==> src/pkg/ccdr_map.vh <==
// timing and geometry constants for the ccd readout sequencer
`ifndef CCDR_MAP_VH
`define CCDR_MAP_VH
// array geometry
`define CCDR_ROWS          12'h808
`define CCDR_HREG_LEN      12'hC1C
`define CCDR_LEAD_DUMMY    12'h00A
`define CCDR_TRAIL_DUMMY   12'h002
`define CCDR_LEAD_DARK     12'h006
`define CCDR_TRAIL_DARK    12'h00A
`define CCDR_DARK_LINES    12'h004
// cycle counts at a 50 ns clock: 20 us vertical step, 1 us setup, 150 ns half pixel
// sized to the divider period so no connection drops bits
`define CCDR_TV_CYC        10'h190
`define CCDR_THS_CYC       10'h014
`define CCDR_HHALF_CYC     10'h003
`define CCDR_TR_CYC        10'h001
`define CCDR_CNT_W         12
`define CCDR_TMR_W         10
// pixel class codes
`define CCDR_CLS_DUMMY     2'h0
`define CCDR_CLS_DARK      2'h1
`define CCDR_CLS_ACTIVE    2'h2
`endif

==> src/rtl/ccdr_divider.v <==
// divider producing one-cycle enable pulses after a programmable count
`timescale 1ns/1ps
`default_nettype none
`include "ccdr_map.vh"
module ccdr_divider (
   // clock and reset
   input  wire                   clk,
   input  wire                   sys_rst,
   // control
   input  wire                   restart,
   input  wire [`CCDR_TMR_W-1:0] period,
   // pulse out
   output wire                   tick
);
   reg [`CCDR_TMR_W-1:0] count;
   assign tick = (count == period - 1'b1) && !restart;
   always @(posedge clk or posedge sys_rst) begin
      if (sys_rst) begin
         count <= {`CCDR_TMR_W{1'b0}};
      end else if (restart || tick) begin
         count <= {`CCDR_TMR_W{1'b0}};
      end else begin
         count <= count + 1'b1;
      end
   end
endmodule // ccdr_divider
`default_nettype wire

==> src/rtl/ccdr_sequencer.v <==
// readout sequencer driving the phase and reset clocks of a two-phase ccd
`timescale 1ns/1ps
`default_nettype none
`include "ccdr_map.vh"
module ccdr_sequencer (
   // clock and reset
   input  wire                   clk,
   input  wire                   sys_rst,
   // user control
   input  wire                   expose_start,
   input  wire                   expose_end,
   output wire                   busy,
   output reg                    frame_done,
   // ccd clock pins
   output reg                    vertical_phase_one,
   output reg                    vertical_phase_two,
   output reg                    horizontal_phase_one,
   output wire                   horizontal_phase_two,
   output reg                    reset_gate,
   // front end sample strobes and tags
   output reg                    sample_reset,
   output reg                    sample_signal,
   output reg [1:0]              pixel_class,
   output reg [`CCDR_CNT_W-1:0]  pixel_index,
   output reg [`CCDR_CNT_W-1:0]  row_index
);
   localparam ST_IDLE  = 3'h0;
   localparam ST_EXPO  = 3'h1;
   localparam ST_V1    = 3'h2;
   localparam ST_V2    = 3'h3;
   localparam ST_V3    = 3'h4;
   localparam ST_HS    = 3'h5;
   localparam ST_HSHFT = 3'h6;
   localparam ST_DONE  = 3'h7;

   reg  [2:0]              state;
   reg  [2:0]              next_state;
   reg  [`CCDR_CNT_W-1:0]  hcnt;
   reg  [`CCDR_TMR_W-1:0]  period;
   reg                     restart;
   wire                    tick;
   reg                     hphase;
   reg                     rst_phase;
   wire                    rst_tick;
   wire                    rdiv_restart;

   ///////////////////////////////////////////////////////////////////////////
   ccdr_divider u_div (
      .clk     (clk),
      .sys_rst (sys_rst),
      .restart (restart),
      .period  (period),
      .tick    (tick)
   );

   always @* begin
      case (state)
         ST_V1, ST_V2, ST_V3: period = `CCDR_TV_CYC;
         ST_HS:               period = `CCDR_THS_CYC;
         default:             period = `CCDR_HHALF_CYC;
      endcase
   end

   ///////////////////////////////////////////////////////////////////////////
   // phase two is the exact complement of phase one
   assign horizontal_phase_two = ~horizontal_phase_one;
   assign busy = (state != ST_IDLE);

   always @* begin
      next_state = state;
      restart    = 1'b0;
      case (state)
         ST_IDLE: if (expose_start) begin
            next_state = ST_EXPO;
         end
         ST_EXPO: if (expose_end) begin
            next_state = ST_V1;
            restart    = 1'b1;
         end
         ST_V1: if (tick) begin
            next_state = ST_V2;
         end
         ST_V2: if (tick) begin
            next_state = ST_V3;
         end
         ST_V3: if (tick) begin
            next_state = ST_HS;
         end
         ST_HS: if (tick) begin
            next_state = ST_HSHFT;
         end
         ST_HSHFT: if (tick && hphase && hcnt == `CCDR_HREG_LEN - 1'b1) begin
            next_state = (row_index == `CCDR_ROWS - 1'b1) ? ST_DONE : ST_V1;
         end
         ST_DONE: next_state = ST_IDLE;
         default: next_state = ST_IDLE;
      endcase
   end

   ///////////////////////////////////////////////////////////////////////////
   always @(posedge clk or posedge sys_rst) begin
      if (sys_rst) begin
         state                <= ST_IDLE;
         vertical_phase_one   <= 1'b0;
         vertical_phase_two   <= 1'b0;
         horizontal_phase_one <= 1'b1;
         hphase               <= 1'b0;
         hcnt                 <= {`CCDR_CNT_W{1'b0}};
         row_index            <= {`CCDR_CNT_W{1'b0}};
         frame_done           <= 1'b0;
      end else begin
         state      <= next_state;
         frame_done <= (state == ST_DONE);
         case (state)
            ST_IDLE, ST_EXPO: begin
               vertical_phase_one   <= 1'b0;
               vertical_phase_two   <= 1'b0;
               horizontal_phase_one <= 1'b1;
               row_index            <= {`CCDR_CNT_W{1'b0}};
            end
            // vertical transfer: v1 high, then v2 high, then v2 falls with h1 high
            ST_V1: if (tick) begin
               vertical_phase_one <= 1'b1;
            end
            ST_V2: if (tick) begin
               vertical_phase_one <= 1'b0;
               vertical_phase_two <= 1'b1;
            end
            ST_V3: if (tick) begin
               horizontal_phase_one <= 1'b1;
               vertical_phase_two   <= 1'b0;
            end
            ST_HS: begin
               hcnt   <= {`CCDR_CNT_W{1'b0}};
               hphase <= 1'b0;
            end
            ST_HSHFT: if (tick) begin
               // h1 low / h2 high, then h1 high / h2 falls: one pixel out
               horizontal_phase_one <= hphase;
               hphase               <= ~hphase;
               if (hphase) begin
                  hcnt <= hcnt + 1'b1;
                  if (hcnt == `CCDR_HREG_LEN - 1'b1) begin
                     row_index <= row_index + 1'b1;
                  end
               end
            end
            default: ;
         endcase
      end
   end

   ///////////////////////////////////////////////////////////////////////////
   // reset gate free-runs at the pixel rate, pulsed in the h1-low half
   // held in step during shifting so a pulse follows the last pixel of a row
   assign rdiv_restart = (state == ST_HSHFT);

   ccdr_divider u_rdiv (
      .clk     (clk),
      .sys_rst (sys_rst),
      .restart (rdiv_restart),
      .period  (`CCDR_HHALF_CYC),
      .tick    (rst_tick)
   );

   always @(posedge clk or posedge sys_rst) begin
      if (sys_rst) begin
         rst_phase     <= 1'b0;
         reset_gate    <= 1'b0;
         sample_reset  <= 1'b0;
         sample_signal <= 1'b0;
         pixel_class   <= `CCDR_CLS_DUMMY;
         pixel_index   <= {`CCDR_CNT_W{1'b0}};
      end else begin
         if (state == ST_HSHFT) begin
            rst_phase <= 1'b0;
         end else if (rst_tick) begin
            rst_phase <= ~rst_phase;
         end
         // outside readout the gate keeps its own cadence
         if (state == ST_HSHFT) begin
            reset_gate <= tick && !hphase;
         end else begin
            reset_gate <= rst_tick && !rst_phase;
         end
         // reset level after the gate pulse, signal in the same cycle that h2 falls
         // hphase keeps a free-cadence pulse at shift entry from tagging a sample
         sample_reset  <= (state == ST_HSHFT) && reset_gate && hphase;
         sample_signal <= (state == ST_HSHFT) && tick && hphase;
         if ((state == ST_HSHFT) && tick && hphase) begin
            pixel_index <= hcnt;
            if (hcnt < `CCDR_LEAD_DUMMY ||
                hcnt >= `CCDR_HREG_LEN - `CCDR_TRAIL_DUMMY) begin
               pixel_class <= `CCDR_CLS_DUMMY;
            end else if (hcnt < `CCDR_LEAD_DUMMY + `CCDR_LEAD_DARK ||
                         hcnt >= `CCDR_HREG_LEN - `CCDR_TRAIL_DUMMY - `CCDR_TRAIL_DARK ||
                         row_index < `CCDR_DARK_LINES ||
                         row_index >= `CCDR_ROWS - `CCDR_DARK_LINES) begin
               pixel_class <= `CCDR_CLS_DARK;
            end else begin
               pixel_class <= `CCDR_CLS_ACTIVE;
            end
         end
      end
   end
endmodule // ccdr_sequencer
`default_nettype wire

==> config.mk <==
export PLATFORM = sky130hd
export DESIGN_NAME = ccdr_sequencer
export DESIGN_NICKNAME = d
export VERILOG_FILES = /design/src/rtl/ccdr_divider.v /design/src/rtl/ccdr_sequencer.v
export VERILOG_INCLUDE_DIRS = /design/src /design/src/pkg
export SDC_FILE = /design/constraint.sdc
export NUM_CORES = 1
export LEC_CHECK = 0
export BUFFER_PORTS_ARGS = -buffer_cell sky130_fd_sc_hd__clkbuf_2
export CAP_MARGIN = 20
export CORE_ASPECT_RATIO = 1.2
export CORE_MARGIN = 2
export CORE_UTILIZATION = 45
export CTS_BUF_LIST = sky130_fd_sc_hd__clkbuf_4 sky130_fd_sc_hd__clkbuf_8
export CTS_CLUSTER_SIZE = 25
export DETAILED_ROUTE_END_ITERATION = 12
export GPL_TIMING_DRIVEN = 0
export HOLD_SLACK_MARGIN = 0.05
export SLEW_MARGIN = 5
export SYNTH_ARGS = -nofsm -noshare
export SYNTH_HDL_FRONTEND = slang
export SYNTH_SLANG_ARGS = --single-unit
export TNS_END_PERCENT = 10
==> constraint.sdc <==
create_clock -name clk -period 3.6 [get_ports clk]
set_input_delay 0.18 -clock clk [delete_from_list [all_inputs] [get_ports clk]]
set_output_delay 0.18 -clock clk [all_outputs]
set_load 0.01 [all_outputs]
======== Yosys cells after proc, flatten, opt, wreduce, memory -nomap -nowiden ========
Index checks and enable logic that the tools add are counted.
word-level totals
  flip-flop bits (word level) ............. 70
  input port bits ......................... 4
  output and inout bits ................... 35
  logic and storage cells ................. 122
operators by class
  add/sub/neg operators ................... 5
  magnitude comparators ................... 6
  eq/ne operators ......................... 21
  muxes and demuxes ....................... 34
  bitwise logic cells ..................... 3
  reductions and logical operators ........ 37
operators with widths
  cell                     number
  $mux W12                 5
  $pmux W12 S2             2
  $ge A12 B12 Y1 const B   3
  $add A12 B1 Y12 const B  2
  $eq A12 B12 Y1 const B   2
  $mux W3                  8
  $pmux W3 S8              1
  $add A10 B1 Y10 const B  2
  $mux W10                 2
  $ne A2 B2 Y1 const B     10
  $pmux W9 S2              1
  $eq A3 B3 Y1 const B     4
  $lt A12 B3 Y1 const B    1
  $lt A12 B4 Y1 const B    1
  $lt A12 B5 Y1 const B    1
  $reduce_and A3 Y1        4
  $reduce_bool A3 Y1       4
  $eq A10 B10 Y1           1
  $eq A10 B2 Y1 const B    1
  $logic_and A1 B1 Y1      10
  $sub A9 B1 Y10 const B   1
  $mux W1                  9
  $pmux W1 S3              3
  $reduce_and A7 Y1        1
  13 further kinds         27

======== Longest topological paths before layout ========
  depth after elaboration ................. 10
  mapped depth ............................ 11
  gate-level depth less buffers ........... 8

======== Cells and area by module ========
From an unflattened synthesis, not the netlist that was laid out.
unflattened totals
  cell total of the unflattened synthesis .. 475
  area, all modules ....................... 4269.1 um^2
modules (own cells, without submodules)
  module          times used  cells an instance  area an instance (um^2)  seq. area each (um^2)
  ccdr_sequencer  1           291                2627.5                   1252.5
  ccdr_divider    2           92                 820.8                    250.2

======== Worst setup path before layout ========
OpenSTA, ideal clock, no wires.
  path type ............................... register to register
  from .................................... register state[1]
  to ...................................... register hcnt[10]
  library setup time ...................... 0.077 ns
  arrival ................................. 2.732 ns
  data required time ...................... 3.523 ns
  slack ................................... 0.791 ns
  stages on the path, launching flop included .. 10
  clock period less this slack ............ 2.809 ns
  path through ............................ dfrtp_1 -> buf_6 -> inv_1 -> ha_1 -> xor2_1 -> nor4_2 -> nand4_4 -> or4_4 -> or4_1 -> a21oi_1
on the way
  cells in the longest elaborated chain, start to end .. 8
  elaborated cells on any way between the ends .. 18
  classes of those cells .................. 1 x add/sub; 9 x eq/ne; 3 x mux; 5 x reduce/logical
ends and longest elaborated chain
  what                                                 line                  RTL
  from (decl)                                          ccdr_sequencer.v:36   reg [2:0] state;
  from (signal assigned)                               ccdr_sequencer.v:112  state <= next_state;
  $eq A3 B3 Y1 / $eq A3 B2 Y1 (equally long branches)  ccdr_sequencer.v:57   case (state)
  $reduce_or A3 Y1                                     ccdr_sequencer.v:57
  $pmux W9 S2                                          ccdr_sequencer.v:57
  $sub A9 B1 Y10                                       ccdr_divider.v:16     assign tick = (count == period - 1'b1) && !restart;
  $eq A10 B10 Y1                                       ccdr_divider.v:16
  $logic_and A1 B1 Y1                                  ccdr_divider.v:16
  $ne A2 B2 Y1 (no line)                               -
  $reduce_and A3 Y1 (no line)                          -
  to (signal assigned)                                 ccdr_sequencer.v:108  hcnt <= {`CCDR_CNT_W{1'b0}};
  to (signal assigned)                                 ccdr_sequencer.v:134  hcnt <= {`CCDR_CNT_W{1'b0}};
  to (signal assigned)                                 ccdr_sequencer.v:142  hcnt <= hcnt + 1'b1;
  to (decl)                                            ccdr_sequencer.v:38   reg [`CCDR_CNT_W-1:0] hcnt;
Parallel ways exist; a longest one is shown, timed or not.
A chain may end at the register's enable or synchronous reset.

======== Worst setup path in the final report ========
  from .................................... register state[1]
  to ...................................... register hcnt[7]
The elaborated chain is that of the path after synthesis.

==> impl_metrics.csv <==
group,metric,value,unit
grt,grt_use_total,0.1992,
placed_design,placed_cells,549,
placed_design,dp_hpwl,5986,µm
yosys,synth-seq-cells,70,
setup_path,cp-end-kind,"flop",
die,core-area,0.008108,mm²
drt,wl_per_cell,14.90,µm
clock_network,clk_pin_slew,80,ps
timing,maxSlewHeadroom,0.3612,
drt,vias_per_cell,5.465,
setup_path,crit_path_max_incr_delay,510,ps
yosys,synth_top_family_by_area,"simple AND/OR/NAND/NOR gates",
yosys,yosys.area.top_type_share,0.4598,
yosys,synth_xor_area_frac,0.06731,
power_and_ir_drop,power,2.361,mW
grt,grt_max_degree,48,
placed_design,placed_cell_area,0.004094,mm²
timing,timing.fmax,318.3,MHz
placed_design,port_buffers,38,
setup_path,crit_required,3890,ps
timing,tns,0,ps
clock_network,root_buffer,"clkbuf_8",
clock_network,htree_levels,3,
setup_path,endpoint,"hcnt[7]$_DFFE_PP0P_",
setup_path,arrival,3430,ps
setup_path,reg2reg_slack,460,ps
clock_network,cts_resized,0,
drt,ant_nets,0,
setup_path,start_kind,"flop",
timing,fin_crit_sh,0.8726,
finish,multi_input_area,0.001858,mm²
die,initial_core_util,0.4631,
yosys,synthAdderAreaFrac,0.03332,
flow_run,cap_violations,0,
drt,drc_errors,0,
timing,finalSetupViolCount,0,
drt,drtIter0Drc,184,
clock_network,cts_tree,"yes",
clock_network,cts_buffer_depth,2,
die,ioPinCount,39,
grt,grt_pass1_wl,14380,µm
finish,final.fill_count,785,
timing,tightest_slew,934.0,ps
yosys,synth-compound-area-share,0.09230,
yosys,syn-instance-count,415,
yosys,synth.area.top_cells,"dfrtp_1 46%, nand2_1 7.2%, nor2_1 5.1%",
clock_network,cts_sinks,70,
finish,regArea,0.001753,mm²
finish,diodes,0,
timing,final.min_clock_period,3141,ps
yosys,synth_area_per_cell,9.048,µm²
setup_path,rr_startpoint,"state[1]$_DFFE_PP0P_",
setup_path,r2r_end,"hcnt[7]$_DFFE_PP0P_",
power_and_ir_drop,power.density,548.6,mW/mm²
yosys,synth_area,0.003755,mm²
yosys,synth_edf_count,0,
power_and_ir_drop,p_leak,1.963,nW
timing,hold_ws,356.1,ps
finish,final_area,0.004303,mm²
yosys,synth_warnings,0,
run_status,status,"completed",
setup_path,critPathSlowestCell,"or4_1",
drt,finalWirelength,8433,µm
timing,finClkSkew,12.17,ps
die,die_x,87.39,µm
finish,layout.cells.non_filler,566,
grt,antenna_found_initial,0,
yosys,async_reset_ff_frac,1.000,
die,dieHeight,104.1,µm
timing,maxSlewViolCount,0,
finish,area_growth,14.60,%
setup_path,worstRegToRegCells,10,
yosys,synth.largest_area_cell,"dfrtp_1",
placed_design,finalWeightedCongestion,0.9397,
clock_network,post_cts_buffers,0,
setup_path,cp_cell_sequence,"buf_6 -> inv_1 -> ha_1 -> xor2_1 -> nor4_2 -> nand4_4 -> or3_1 -> clkbuf_1 -> or4_1 -> a21oi_1",
yosys,synth.area.mux_share,0.01333,
yosys,ys_seq_area_frac,0.4668,
hold_path,hp-class,"in -> async",
power_and_ir_drop,ir_drop,319.9,µV
die,die_area,0.009094,mm²
yosys,synth_nets,429,
clock_network,cts_made_buffers,9,
yosys,synthSimpleGateAreaFrac,0.2886,
setup_path,critPathKind,"reg -> reg",
drt,dr_total_vias,3093,
grt,grt_pass1_vias,3028,
die,row_count,36,
setup_path,worstPathMaxFanout,10,
yosys,synth_ff_type,"dfrtp_1",
yosys,synth_cell_type_count,59,
finish,final_nets,480,
timing,hold_violations,0,
drt,dr.pass1.iters,5,
setup_path,worstSetupStartpoint,"state[1]$_DFFE_PP0P_",
grt,gr-total-overflow,0,
timing,rsz0062_at_grt,"no",
finish,drive_gt1_frac,0.1677,
clock_network,clock_latency,360,ps
==> through the flow <==
step | setup WS (ps) | utilization
2_1_floorplan | 791.0 | -
3_3_place_gp | 492.6 | 0.5012
3_5_place_dp | 453.2 | 0.5049
4_1_cts | 438.6 | 0.5307
5_1_grt | 233.4 | 0.5307
6_report | 458.8 | 0.5307
==> report_power, final <==
| group | internal [mW] | switching [mW] | leakage (nW) |
|---|---|---|---|
| Clock | 0.336 | 0.306 | 0.102 |
| Combinational | 0.260 | 0.431 | 0.918 |
| Sequential | 0.900 | 0.128 | 0.942 |
| Total | 1.50 | 0.865 | 1.96 |
==> sequential cells by signal, summed over array words and instances, names as in the netlist <==
register / count
frame_done: 1
hcnt: 12
horizontal_phase_one: 1
hphase: 1
pixel_class: 2
pixel_index: 12
reset_gate: 1
row_index: 12
rst_phase: 1
sample_reset: 1
sample_signal: 1
state: 3
u_div.count: 10
u_rdiv.count: 10
vertical_phase_one: 1
vertical_phase_two: 1
==> what timing repair did <==
| action | in CTS | in global routing |
|---|---|---|
| endpoints found under the setup margin | 0 | 0 |
| hold buffers | 1 | 0 |
| endpoints found under the hold margin | 23 | 0 |
==> worst min-delay path by stage <==
| stage | startpoint | endpoint | depth (start not counted) |
|---|---|---|---|
| 2_1_floorplan | rst_phase$_DFFE_PP0N_ | reset_gate$_DFF_PP0_ | 1 |
| 3_3_place_gp | pixel_index[3]$_DFFE_PP0P_ | pixel_index[3]$_DFFE_PP0P_ | 2 |
| 3_5_place_dp | sys_rst | u_rdiv.count[2]$_DFF_PP0_ | 2 |
| 4_1_cts | sys_rst | u_div.count[7]$_DFF_PP0_ | 3 |
| 5_1_grt | sys_rst | u_div.count[7]$_DFF_PP0_ | 3 |
| 6_report | sys_rst | u_div.count[7]$_DFF_PP0_ | 3 |
==> worst max-delay path, delay by kind of cell, from the launching register on <==
family          cells  cell delay (ps)
buf+inv             3              460
compound gates      1              150
fa+ha+maj           1              390
simple gates        4             1410
flops               1              480
xor+xnor            1              170
==> cells in the final DEF, fill, tap and decap left out, types with 2 or more instances in the layout <==
cell type and n:
nand2_1 72, dfrtp_1 69, nor2_1 51, clkbuf_2 40, nand3_1 24, xnor2_1 16, a21oi_1 15, inv_1 14
nand4_1 11, clkbuf_1 11, xor2_1 11, o21ai_0 10, ha_1 10, clkbuf_8 10, nor4_1 9, nor3_1 9
or4_1 7, nand2b_1 7, or3_1 6, mux2i_1 5, o31ai_1 4, and3_1 4, nand3b_1 3, clkinv_2 3
o2111ai_1 2, o221a_2 2, buf_2 2, buf_1 2, or4_4 2, o2bb2ai_1 2, and2_1 2
==> per-layer routing <==
layer	vias to the layer above	share of wire	track usage
met5	-	0	0
met4	0	0.020	0.07473
met3	16	0.037	0.05079
met2	63	0.49	0.3106
met1	1473	0.45	0.2642
li1	1541	-	-
==> area by class of cell <==
class,instances,share of cell area
Multi-Input combinational cell,311,0.4318
Sequential cell,70,0.4074
Timing Repair Buffer,40,0.05292
Clock buffer,10,0.03199
Tap cell,95,0.02762
Buffer,19,0.02035
Clock inverter,6,0.01425
Inverter,15,0.01367
==> synth_stat cells (3+ instances only) <==
library cell and number:
a21oi_1 15, and3_1 4, clkbuf_1 11, dfrtp_1 69, ha_1 10, inv_1 15, mux2i_1 5, nand2_1 72
nand2b_1 7, nand3_1 24, nand3b_1 3, nand4_1 11, nor2_1 51, nor3_1 9, nor4_1 9, o21ai_0 10
o31ai_1 4, or3_1 6, or4_1 7, xnor2_1 16, xor2_1 11
==> kinds of logic after synthesis <==
family,Yosys count
muxes,5
and+or+nand+nor,218
buffers and inverters,34
adders and majority gates,10
DFF,70
AOI/OAI and AO/OA,50
xor gates and xnor gates,28
No activity file was read; power rests on OpenSTA's default activity.
